## src/uep_pkg.sv

```systemverilog
package uep_pkg;
    localparam int EP_NUM = 4;
    localparam int EP_W = 2;
    localparam int LEN_W = 11;
    localparam int CFG_W = 5;
    localparam int EV_W = 3;
    localparam int CTRL_W = 4;
    // Register byte addresses
    localparam logic [7:0] A_CTRL = 8'h00;
    localparam logic [7:0] A_STAT = 8'h04;
    localparam logic [7:0] A_MASK = 8'h08;
    localparam logic [7:0] A_TOG = 8'h0C;
    localparam logic [7:0] A_CFG0 = 8'h10;
    localparam logic [7:0] A_CFGN = 8'h20;
    // Control fields
    localparam int C_NAKO = 0;
    localparam int C_NAKI = 1;
    localparam int C_QUIRK = 2;
    localparam int C_GUARD = 3;
    localparam logic [CTRL_W-1:0] CTRL_RST = 4'h0;
    // Event fields
    localparam int E_NAKO = 0;
    localparam int E_NAKI = 1;
    localparam int E_OVER = 2;
    // Endpoint entry fields
    localparam int F_ACT = 0;
    localparam int F_RELOAD = 1;
    localparam int F_RATE = 2;
    localparam int F_KIND = 3;
    localparam int F_CTL = 4;
    localparam logic [CFG_W-1:0] CFG_RST = 5'h00;
    // Maximum packet sizes
    localparam logic [LEN_W-1:0] MPS_CTL = 11'h040;
    localparam logic [LEN_W-1:0] MPS_INT = 11'h400;
    localparam logic [LEN_W-1:0] MPS_BLK = 11'h200;
    localparam logic [LEN_W-1:0] MPS_ISO = 11'h400;
    localparam logic [3:0] LEN_HAZ = 4'h4;
    localparam logic [1:0] R_OKAY = 2'h0;
    localparam logic [1:0] R_SLVERR = 2'h2;
    typedef enum logic [1:0] {UEP_CTL, UEP_BLK, UEP_INT, UEP_ISO} uep_type_t;
endpackage

```

## src/uep_ep_if.sv

```systemverilog
`timescale 1ns/1ps
interface uep_ep_if;
    logic active;
    logic reload;
    logic rate;
    logic kind;
    logic quirk;
    logic ack;
    logic tok_hit;
    logic toggle;
    logic arm;
    modport ctl (output active, reload, rate, kind, quirk, ack, tok_hit, input toggle, arm);
    modport slot (input active, reload, rate, kind, quirk, ack, tok_hit, output toggle, arm);
endinterface // uep_ep_if

```

## src/uep_ep_slot.sv

```systemverilog
`timescale 1ns/1ps
module uep_ep_slot
(
    // Clock and reset
    input wire logic aclk,
    input wire logic aresetn,
    // Endpoint state
    uep_ep_if.slot   ep
);
    logic toggle_q;
    logic arm_q;

    assign ep.toggle = toggle_q;
    assign ep.arm = arm_q;

    always_ff @(posedge aclk)
    begin
        if (!aresetn)
            toggle_q <= 1'b0;
        else if (ep.reload)
            toggle_q <= (ep.quirk && ep.kind && ep.rate) ? 1'b1 : ep.rate; // RL3 RL4 RL6
        else if (ep.ack && !(ep.kind && !ep.rate))
            toggle_q <= ~toggle_q; // RL14
    end

    // Armed while parked, spent on the first token once live again
    always_ff @(posedge aclk)
    begin
        if (!aresetn)
            arm_q <= 1'b0;
        else if (ep.reload && !ep.active)
            arm_q <= 1'b1; // RL9
        else if (ep.tok_hit && ep.active && !ep.reload)
            arm_q <= 1'b0; // RL8
    end
endmodule // uep_ep_slot

```

## src/uep_fbyte.sv

```systemverilog
`timescale 1ns/1ps
module uep_fbyte
(
    // Clock and reset
    input wire logic       aclk,
    input wire logic       aresetn,
    // Events
    input wire logic       quirk,
    input wire logic       out_done,
    input wire logic       out_len4,
    input wire logic       in_nak,
    output logic           hazard,
    // Transmit bytes
    input wire logic       tx_valid,
    input wire logic       tx_first,
    input wire logic [7:0] tx_data,
    output logic           txo_valid,
    output logic [7:0]     txo_data
);
    logic hazard_q;

    assign hazard = hazard_q;

    // Shared by all endpoints: an accepted OUT of length 4+16N arms it, a NAKed IN or a first IN byte spends it
    always_ff @(posedge aclk)
    begin
        if (!aresetn)
            hazard_q <= 1'b0;
        else if (out_done)
            hazard_q <= out_len4; // RL12
        else if (in_nak || (tx_valid && tx_first))
            hazard_q <= 1'b0; // RL13
    end

    always_ff @(posedge aclk)
    begin
        if (!aresetn)
        begin
            txo_valid <= 1'b0;
            txo_data <= 8'h00;
        end
        else
        begin
            txo_valid <= tx_valid;
            txo_data <= (tx_valid && tx_first && quirk && hazard_q) ? 8'h00 : tx_data; // RL11
        end
    end
endmodule // uep_fbyte

```

## src/uep_top.sv

```systemverilog
// Local design decisions: the register offsets and the AXI4-Lite slave port.
`timescale 1ns/1ps
// Notes on behaviour
// RL1 - Kind flag of an entry picks generic or periodic endpoint.
// RL2 - Periodic endpoint: rate bit picks interrupt (1) or isochronous (0).
// RL3 - Reload bit set loads the endpoint toggle from the rate bit.
// RL4 - Quirk mode: interrupt endpoint with reload goes to DATA1.
// RL5 - Software enables NAK interrupts for OUT and IN before the reset dance.
// RL6 - Inactive, reload, rate 0, kind 0: NAK tokens and clear toggle.
// RL7 - Endpoint toggles readable; software polls until zero after NAK interrupts.
// RL8 - Active, no reload, rate 1, kind 1: normal interrupt endpoint service.
// RL9 - After the NAK reset the first token is answered with NAK.
// RL10 - Max packet: control 64, interrupt 1024, bulk 512, isochronous 1024.
// RL11 - First IN byte sent unaltered; quirk zeroes it after 4+16N OUT.
// RL12 - Corruption window spans all endpoints and all endpoint types.
// RL13 - A NAKed IN between OUT and IN clears the window; guard NAKs one.
// RL14 - Non-isochronous toggle alternates after every acknowledged transaction; with the reload bit set it stays at the rate bit.
module uep_top
    import uep_pkg::*;
(
    // Clock and reset
    input wire logic             aclk,
    input wire logic             aresetn,
    // AXI4-Lite slave
    input wire logic [7:0]       s_axi_awaddr,
    input wire logic             s_axi_awvalid,
    output logic                 s_axi_awready,
    input wire logic [31:0]      s_axi_wdata,
    input wire logic [3:0]       s_axi_wstrb,
    input wire logic             s_axi_wvalid,
    output logic                 s_axi_wready,
    output logic [1:0]           s_axi_bresp,
    output logic                 s_axi_bvalid,
    input wire logic             s_axi_bready,
    input wire logic [7:0]       s_axi_araddr,
    input wire logic             s_axi_arvalid,
    output logic                 s_axi_arready,
    output logic [31:0]          s_axi_rdata,
    output logic [1:0]           s_axi_rresp,
    output logic                 s_axi_rvalid,
    input wire logic             s_axi_rready,
    // Token from packet engine
    input wire logic             tok_valid,
    input wire logic [EP_W-1:0]  tok_ep,
    input wire logic             tok_in,
    input wire logic [LEN_W-1:0] tok_len,
    // Transaction acknowledged
    input wire logic             ack_valid,
    input wire logic [EP_W-1:0]  ack_ep,
    // Handshake answer
    output logic                 hs_valid,
    output logic                 hs_nak,
    output logic                 hs_data1,
    // Transmit bytes
    input wire logic             tx_valid,
    input wire logic             tx_first,
    input wire logic [7:0]       tx_data,
    output logic                 txo_valid,
    output logic [7:0]           txo_data,
    // Interrupt
    output logic                 irq
);
    logic [CTRL_W-1:0] ctrl_q;
    logic [EV_W-1:0]   stat_q;
    logic [EV_W-1:0]   stat_d;
    logic [EV_W-1:0]   mask_q;
    logic [EV_W-1:0]   ev;
    logic [EV_W-1:0]   clr;
    logic [CFG_W-1:0]  cfg_q [EP_NUM];
    logic [EP_NUM-1:0] tog;
    logic [EP_NUM-1:0] arm;
    logic [CFG_W-1:0]  cfg_t;
    uep_type_t         ty;
    logic [LEN_W-1:0]  mps;
    logic              over;
    logic              nak;
    logic              hazard;
    logic [7:0]        aw_q;
    logic [31:0]       wd_q;
    logic [3:0]        ws_q;
    logic              aw_have_q;
    logic              w_have_q;
    logic              wr_en;
    logic              wr_ok;
    logic [EP_W-1:0]   wr_idx;
    logic [EP_W-1:0]   rd_idx;
    logic [31:0]       rd_d;
    logic              rd_ok;
    logic [7:0]        wr_off;
    logic [7:0]        rd_off;

    uep_ep_if epi [EP_NUM] ();

    ////////////////////////////////////////////////////////////
    // Endpoint slots

    for (genvar i = 0; i < EP_NUM; i++)
    begin : g_ep
        assign epi[i].active = cfg_q[i][F_ACT];
        assign epi[i].reload = cfg_q[i][F_RELOAD];
        assign epi[i].rate = cfg_q[i][F_RATE];
        assign epi[i].kind = cfg_q[i][F_KIND];
        assign epi[i].quirk = ctrl_q[C_QUIRK];
        assign epi[i].ack = ack_valid && (ack_ep == EP_W'(i));
        assign epi[i].tok_hit = tok_valid && (tok_ep == EP_W'(i));
        assign tog[i] = epi[i].toggle;
        assign arm[i] = epi[i].arm;

        uep_ep_slot u_slot
        (
            .aclk    (aclk),
            .aresetn (aresetn),
            .ep      (epi[i])
        );
    end

    ////////////////////////////////////////////////////////////
    // Token answer

    always_comb
    begin
        cfg_t = cfg_q[tok_ep];
        if (cfg_t[F_KIND])
            ty = cfg_t[F_RATE] ? UEP_INT : UEP_ISO; // RL1 RL2
        else
            ty = cfg_t[F_CTL] ? UEP_CTL : UEP_BLK; // RL1
        case (ty)
            UEP_CTL: mps = MPS_CTL; // RL10
            UEP_INT: mps = MPS_INT; // RL10
            UEP_BLK: mps = MPS_BLK; // RL10
            default: mps = MPS_ISO; // RL10
        endcase
        over = !tok_in && (tok_len > mps); // RL10
        // Oversize OUT is refused rather than truncated
        nak = !cfg_t[F_ACT] || arm[tok_ep] || over // RL6 RL9
            || (tok_in && hazard && ctrl_q[C_GUARD]); // RL13
    end

    always_ff @(posedge aclk)
    begin
        if (!aresetn)
        begin
            hs_valid <= 1'b0;
            hs_nak <= 1'b0;
            hs_data1 <= 1'b0;
        end
        else
        begin
            hs_valid <= tok_valid;
            hs_nak <= tok_valid && nak; // RL8
            hs_data1 <= tog[tok_ep];
        end
    end

    uep_fbyte u_fbyte
    (
        .aclk      (aclk),
        .aresetn   (aresetn),
        .quirk     (ctrl_q[C_QUIRK]),
        .out_done  (tok_valid && !tok_in && !nak),
        .out_len4  (tok_len[3:0] == LEN_HAZ),
        .in_nak    (tok_valid && tok_in && nak),
        .hazard    (hazard),
        .tx_valid  (tx_valid),
        .tx_first  (tx_first),
        .tx_data   (tx_data),
        .txo_valid (txo_valid),
        .txo_data  (txo_data)
    );

    ////////////////////////////////////////////////////////////
    // Events and interrupt

    always_comb
    begin
        ev = '0;
        ev[E_NAKO] = tok_valid && nak && !tok_in && ctrl_q[C_NAKO]; // RL5
        ev[E_NAKI] = tok_valid && nak && tok_in && ctrl_q[C_NAKI]; // RL5
        ev[E_OVER] = tok_valid && over;
        clr = (wr_en && aw_q == A_STAT && ws_q[0]) ? wd_q[EV_W-1:0] : '0;
        // Set beats clear in the same cycle
        stat_d = (stat_q & ~clr) | ev;
    end

    always_ff @(posedge aclk)
    begin
        if (!aresetn)
            stat_q <= '0;
        else
            stat_q <= stat_d;
    end

    always_ff @(posedge aclk)
    begin
        if (!aresetn)
            irq <= 1'b0;
        else
            irq <= |(stat_d & ((wr_en && aw_q == A_MASK && ws_q[0]) ? wd_q[EV_W-1:0] : mask_q));
    end

    ////////////////////////////////////////////////////////////
    // AXI4-Lite write

    assign wr_en = aw_have_q && w_have_q && !s_axi_bvalid;
    assign wr_off = aw_q - A_CFG0;
    assign wr_idx = wr_off[EP_W+1:2];

    always_comb
    begin
        if (aw_q == A_CTRL || aw_q == A_STAT || aw_q == A_MASK || aw_q == A_TOG)
            wr_ok = 1'b1;
        else if (aw_q >= A_CFG0 && aw_q < A_CFGN && aw_q[1:0] == 2'h0)
            wr_ok = 1'b1;
        else
            wr_ok = 1'b0;
    end

    always_ff @(posedge aclk)
    begin
        if (!aresetn)
        begin
            aw_have_q <= 1'b0;
            s_axi_awready <= 1'b0;
            aw_q <= 8'h00;
        end
        else if (s_axi_awvalid && s_axi_awready)
        begin
            aw_have_q <= 1'b1;
            s_axi_awready <= 1'b0;
            aw_q <= s_axi_awaddr;
        end
        else
        begin
            if (wr_en)
                aw_have_q <= 1'b0;
            s_axi_awready <= !aw_have_q && !s_axi_bvalid;
        end
    end

    always_ff @(posedge aclk)
    begin
        if (!aresetn)
        begin
            w_have_q <= 1'b0;
            s_axi_wready <= 1'b0;
            wd_q <= 32'h0000_0000;
            ws_q <= 4'h0;
        end
        else if (s_axi_wvalid && s_axi_wready)
        begin
            w_have_q <= 1'b1;
            s_axi_wready <= 1'b0;
            wd_q <= s_axi_wdata;
            ws_q <= s_axi_wstrb;
        end
        else
        begin
            if (wr_en)
                w_have_q <= 1'b0;
            s_axi_wready <= !w_have_q && !s_axi_bvalid;
        end
    end

    always_ff @(posedge aclk)
    begin
        if (!aresetn)
        begin
            s_axi_bvalid <= 1'b0;
            s_axi_bresp <= R_OKAY;
        end
        else if (wr_en)
        begin
            s_axi_bvalid <= 1'b1;
            s_axi_bresp <= wr_ok ? R_OKAY : R_SLVERR;
        end
        else if (s_axi_bready)
            s_axi_bvalid <= 1'b0;
    end

    // All fields live in byte lane 0
    always_ff @(posedge aclk)
    begin
        if (!aresetn)
            ctrl_q <= CTRL_RST;
        else if (wr_en && aw_q == A_CTRL && ws_q[0])
            ctrl_q <= wd_q[CTRL_W-1:0];
    end

    always_ff @(posedge aclk)
    begin
        if (!aresetn)
            mask_q <= '0;
        else if (wr_en && aw_q == A_MASK && ws_q[0])
            mask_q <= wd_q[EV_W-1:0];
    end

    always_ff @(posedge aclk)
    begin
        if (!aresetn)
        begin
            for (int k = 0; k < EP_NUM; k++)
                cfg_q[k] <= CFG_RST;
        end
        else if (wr_en && wr_ok && aw_q >= A_CFG0 && ws_q[0])
            cfg_q[wr_idx] <= wd_q[CFG_W-1:0];
    end

    ////////////////////////////////////////////////////////////
    // AXI4-Lite read

    assign rd_off = s_axi_araddr - A_CFG0;
    assign rd_idx = rd_off[EP_W+1:2];

    always_comb
    begin
        rd_d = 32'h0000_0000;
        rd_ok = 1'b1;
        if (s_axi_araddr == A_CTRL)
            rd_d[CTRL_W-1:0] = ctrl_q;
        else if (s_axi_araddr == A_STAT)
            rd_d[EV_W-1:0] = stat_q;
        else if (s_axi_araddr == A_MASK)
            rd_d[EV_W-1:0] = mask_q;
        else if (s_axi_araddr == A_TOG)
            rd_d[EP_NUM-1:0] = tog; // RL7
        else if (s_axi_araddr >= A_CFG0 && s_axi_araddr < A_CFGN && s_axi_araddr[1:0] == 2'h0)
            rd_d[CFG_W-1:0] = cfg_q[rd_idx];
        else
            rd_ok = 1'b0;
    end

    always_ff @(posedge aclk)
    begin
        if (!aresetn)
            s_axi_arready <= 1'b0;
        else
            s_axi_arready <= !s_axi_rvalid && !(s_axi_arvalid && s_axi_arready);
    end

    always_ff @(posedge aclk)
    begin
        if (!aresetn)
        begin
            s_axi_rvalid <= 1'b0;
            s_axi_rdata <= 32'h0000_0000;
            s_axi_rresp <= R_OKAY;
        end
        else if (s_axi_arvalid && s_axi_arready)
        begin
            s_axi_rvalid <= 1'b1;
            s_axi_rdata <= rd_d;
            s_axi_rresp <= rd_ok ? R_OKAY : R_SLVERR;
        end
        else if (s_axi_rready)
            s_axi_rvalid <= 1'b0;
    end
endmodule // uep_top

```

## config.mk

```make
export PLATFORM = sky130hd
export DESIGN_NAME = uep_top
export DESIGN_NICKNAME = d
export VERILOG_FILES = /design/src/uep_pkg.sv /design/src/uep_ep_if.sv /design/src/uep_ep_slot.sv /design/src/uep_fbyte.sv /design/src/uep_top.sv
export SDC_FILE = /design/constraint.sdc
export NUM_CORES = 1
export LEC_CHECK = 0
export BUFFER_PORTS_ARGS = -buffer_cell sky130_fd_sc_hd__buf_2
export CORE_UTILIZATION = 44
export DETAILED_ROUTE_END_ITERATION = 12
export PLACE_DENSITY_LB_ADDON = 0.12
export SYNTH_ARGS = -nofsm -noshare
export SYNTH_HDL_FRONTEND = slang
export SYNTH_SLANG_ARGS = --single-unit
```

## constraint.sdc

```tcl
create_clock -name aclk -period 3.4 [get_ports aclk]
set_clock_uncertainty 0.1 [all_clocks]
set_input_delay 0.51 -clock aclk [delete_from_list [all_inputs] [get_ports aclk]]
set_output_delay 0.51 -clock aclk [all_outputs]
set_load 0.03 [all_outputs]
```

==> impl_metrics.py <==
metrics = {
    "route": {
        "first_iter_violations": 112,
        "drt_first_pass_iters": 5,
        "wl_per_cell_um": 14.2,
        "drt-vias-per-instance": 5.20,
        "drtAntennaViolNets": 0,
        "routed_wl_mm": 8.51,
        "num_vias": 3120,
        "drc_errors": 0,
    },
    "critical_path": {
        "arrival_ns": 3.24,
        "path_delay_family": "simple AND/OR/NAND/NOR gates",
        "end_kind": "flip-flop",
        "r2r-start": "cfg_q[2][3]",
        "crit_slowest_cell": "mux4_2",
        "ff2ff_path_depth": 8,
        "critPathMaxStageDelay_ns": 0.53,
        "crit_chain": "mux4_2 -> or2_2 -> ha_1 -> or4bb_1 -> nor3_2 -> o211ai_1 -> a31oi_1 -> o221ai_2",
        "crit_required_ns": 3.53,
        "r2r_slack_ns": 0.29,
        "crit_buf_inv": 0,
        "r2r-end": "irq",
        "critPathLaunchType": "flip-flop",
        "crit_type": "flip-flop to flip-flop",
        "crit_fanout": 4,
    },
    "clock_network": {
        "cts_resized": 0,
        "cts_sinks": 80,
        "insertion_delay_ns": 0.35,
        "cts_buffers": 9,
        "clock_path_buffers": 2,
        "cts_tree": "built",
        "cts_setup_buffers": 0,
        "cts_root_buf": "clkbuf_8",
        "ctsHtreeMaxLevel": 3,
        "postCtsHoldBufs": 0,
        "cts.clk_slew.worst_paths_ns": 0.08,
    },
    "floorplanning": {
        "initial_core_util_pct": 46.6,
        "dieArea_mm2": 0.00925,
        "ios": 141,
        "floorplan.rows": 33,
        "dieWidth_um": 96.2,
        "die_h_um": 96.2,
        "core_mm2": 0.00838,
    },
    "timing": {
        "setup-violations-final": 0,
        "period_minus_slack_ns": 3.11,
        "rsz0062_at_grt": "false",
        "slew_headroom_pct": 47.2,
        "whs_ns": 0.250,
        "hold_violations": 0,
        "finalCritPeriodShare_pct": 91.6,
        "tightestPinTransition_ns": 0.784,
        "tns_ns": 0,
        "max_freq_mhz": 321,
        "final_max_slew_viol_count": 0,
    },
    "placed_design": {
        "place_congestion": 0.816,
        "dpl_cell_area_mm2": 0.00429,
        "dp_hpwl_mm": 6.60,
        "place.port_buffers": 81,
    },
    "pwr": {
        "clkPwrFrac_pct": 34.4,
        "powerDensity_mw_per_mm2": 445,
        "vdd_ir_drop_max_uv": 235,
        "pwr-share-comb_pct": 13.1,
        "p_seq_share_pct": 52.4,
        "p_sw_share_pct": 27.4,
        "p_sw_mw": 0.546,
        "p_leak_nw": 1.87,
        "p_int_mw": 1.45,
    },
    "synth": {
        "synth_edf_count": 20,
        "synth_area_mm2": 0.00390,
        "syn_inst": 410,
        "synth.distinct_cells": 50,
        "yosys_warnings": 0,
        "ys_async_sr_fraction_pct": 0,
        "postSynthAreaPerCell_um2": 9.52,
        "synth_flop_cell": "dfxtp_1",
        "synth_seq_cells": 80,
        "ys_seq_area_share_pct": 46.2,
    },
    "cells_and_area": {
        "fin_nets": 580,
        "antennaDiodeCount": 0,
        "drive_gt1_share_pct": 24.4,
        "fin_util_pct": 53.5,
        "stdcell_area_mm2": 0.00448,
        "area.growth.synth_to_final_pct": 14.8,
    },
    "global_routing": {
        "antenna_found_initial": 0,
        "gr-usage-all-layers_pct": 19.4,
        "grt_pass1_vias": 2793,
        "overflow": 0,
        "grt_start_max_net_pins": 41,
        "grt_pass1_wl_mm": 13.2,
    },
    "run": {
        "cap_violations": 0,
    },
    "hold_path": {
        "holdPathEnd": "u_fbyte.txo_data[4]",
        "hold_path.class": "primary input to flip-flop",
        "min_delay_path_depth": 2,
        "min_from": "tx_data[4]",
    },
    "status": {
        "run_status": "complete, no violations",
    },
}
power by group through the flow:
stage / registers, mW / logic (mW) / clock network [mW]
after floorplan: 1.08 / 0.188 / 0
after global placement: 1.07 / 0.258 / 0
after detailed placement: 1.07 / 0.263 / 0
after CTS: 1.04 / 0.263 / 0.704
after global routing: 1.05 / 0.291 / 0.738
final: 1.05 / 0.261 / 0.686
worst register-to-register path: cells and delay by family, from the launching register on:
kind / cells / cell delay [ns]
compound gates: 3 / 0.62
fa+ha+maj: 1 / 0.29
flops: 1 / 0.44
mux: 1 / 0.53
simple gates: 3 / 1.03
flip-flops by register name, summed over array words and instances (netlist names), 3 cells and up:
| register | count |
|---|---|
| aw_q | 8 |
| s_axi_rdata | 5 |
| wd_q | 5 |
| u_fbyte.txo_data | 8 |
| g_ep.u_slot.ep.arm | 4 |
| mask_q | 3 |
| ctrl_q | 4 |
| cfg_q | 20 |
| g_ep.u_slot.ep.toggle | 4 |
| stat_q | 3 |
per-stage QoR:
step | worst slack (ns) | std cells | power [mW]
2_1_floorplan | 0.0621 | 438 | 1.27
3_3_place_gp | 0.0562 | 584 | 1.32
3_5_place_dp | 0.0276 | 584 | 1.33
4_1_cts | 0.279 | 600 | 2.01
5_1_grt | 0.131 | 600 | 2.08
6_report | 0.286 | 600 | 1.99
cell type report:
type | count | area, um2
well taps | 105 | 131
multi-input cells | 303 | 1890
fillers | 785 | 3900
clock buffers | 12 | 135
flip-flops and latches | 80 | 1800
clock inverters | 4 | 52.6
inverters | 12 | 45.0
repair buffers | 84 | 428
synthesized netlist by cell type (all sizes together), types with 7 or more instances:
master | number | area [um2]
buf | 31 | 228
nor3 | 13 | 75.1
or3 | 7 | 43.8
and2 | 24 | 150
o21ai | 16 | 83.8
clkbuf | 12 | 46.3
inv | 12 | 45.0
edfxtp | 20 | 601
and3 | 11 | 68.8
mux4 | 11 | 248
nor2b | 14 | 87.6
dfxtp | 60 | 1200
a21oi | 35 | 175
nor2 | 19 | 71.3
nand3 | 13 | 65.1
nand2 | 53 | 199
cells by family after synthesis:
logic type	share of synthesized area [%]
muxes	7.50
and+or+nand+nor	25.7
buffers and inverters	8.17
DFF	46.2
adders and majority gates	0.962
other	0.0961
AOI/OAI and AO/OA	11.4
worst max-delay path by stage:
stage	startpoint	endpoint	slack [ns]	cells past startpoint
5_1_grt	cfg_q[2][3]	irq	0.13	8
4_1_cts	cfg_q[2][3]	irq	0.28	8
3_5_place_dp	tok_ep[0]	irq	0.03	9
3_3_place_gp	tok_ep[0]	irq	0.06	9
6_report	cfg_q[2][3]	irq	0.29	8
2_1_floorplan	tok_ep[0]	irq	0.06	9
placed cells by master, fill, tap and decap left out, types with 4 or more instances in the layout:
master / netlist / routed
nor3b_1: 4 / 4
a21oi_1: 35 / 35
and2_1: 24 / 24
and3_1: 11 / 11
nand2b_1: 4 / 4
dfxtp_1: 60 / 60
inv_1: 12 / 12
nand3_1: 13 / 13
a31oi_1: 6 / 6
nor2_1: 19 / 19
a21o_1: 4 / 4
mux4_2: 11 / 11
o21ai_0: 15 / 15
or3_1: 7 / 7
conb_1: 1 / 29
nor2b_1: 14 / 14
buf_2: 2 / 81
clkbuf_8: 0 / 9
nor3_1: 11 / 11
edfxtp_1: 20 / 20
nand2_1: 53 / 53
per-layer routing:
metal	global-route usage (%)	up-vias	wire length (um)	share of wire (%)
met5	0	-	0	0
met4	6.47	0	116	1.4
met3	5.21	13	532	6.3
met2	33.0	106	4170	49
met1	23.5	1448	3700	43
li1	-	1553	-	-
Power figures use the tool's default switching activity.
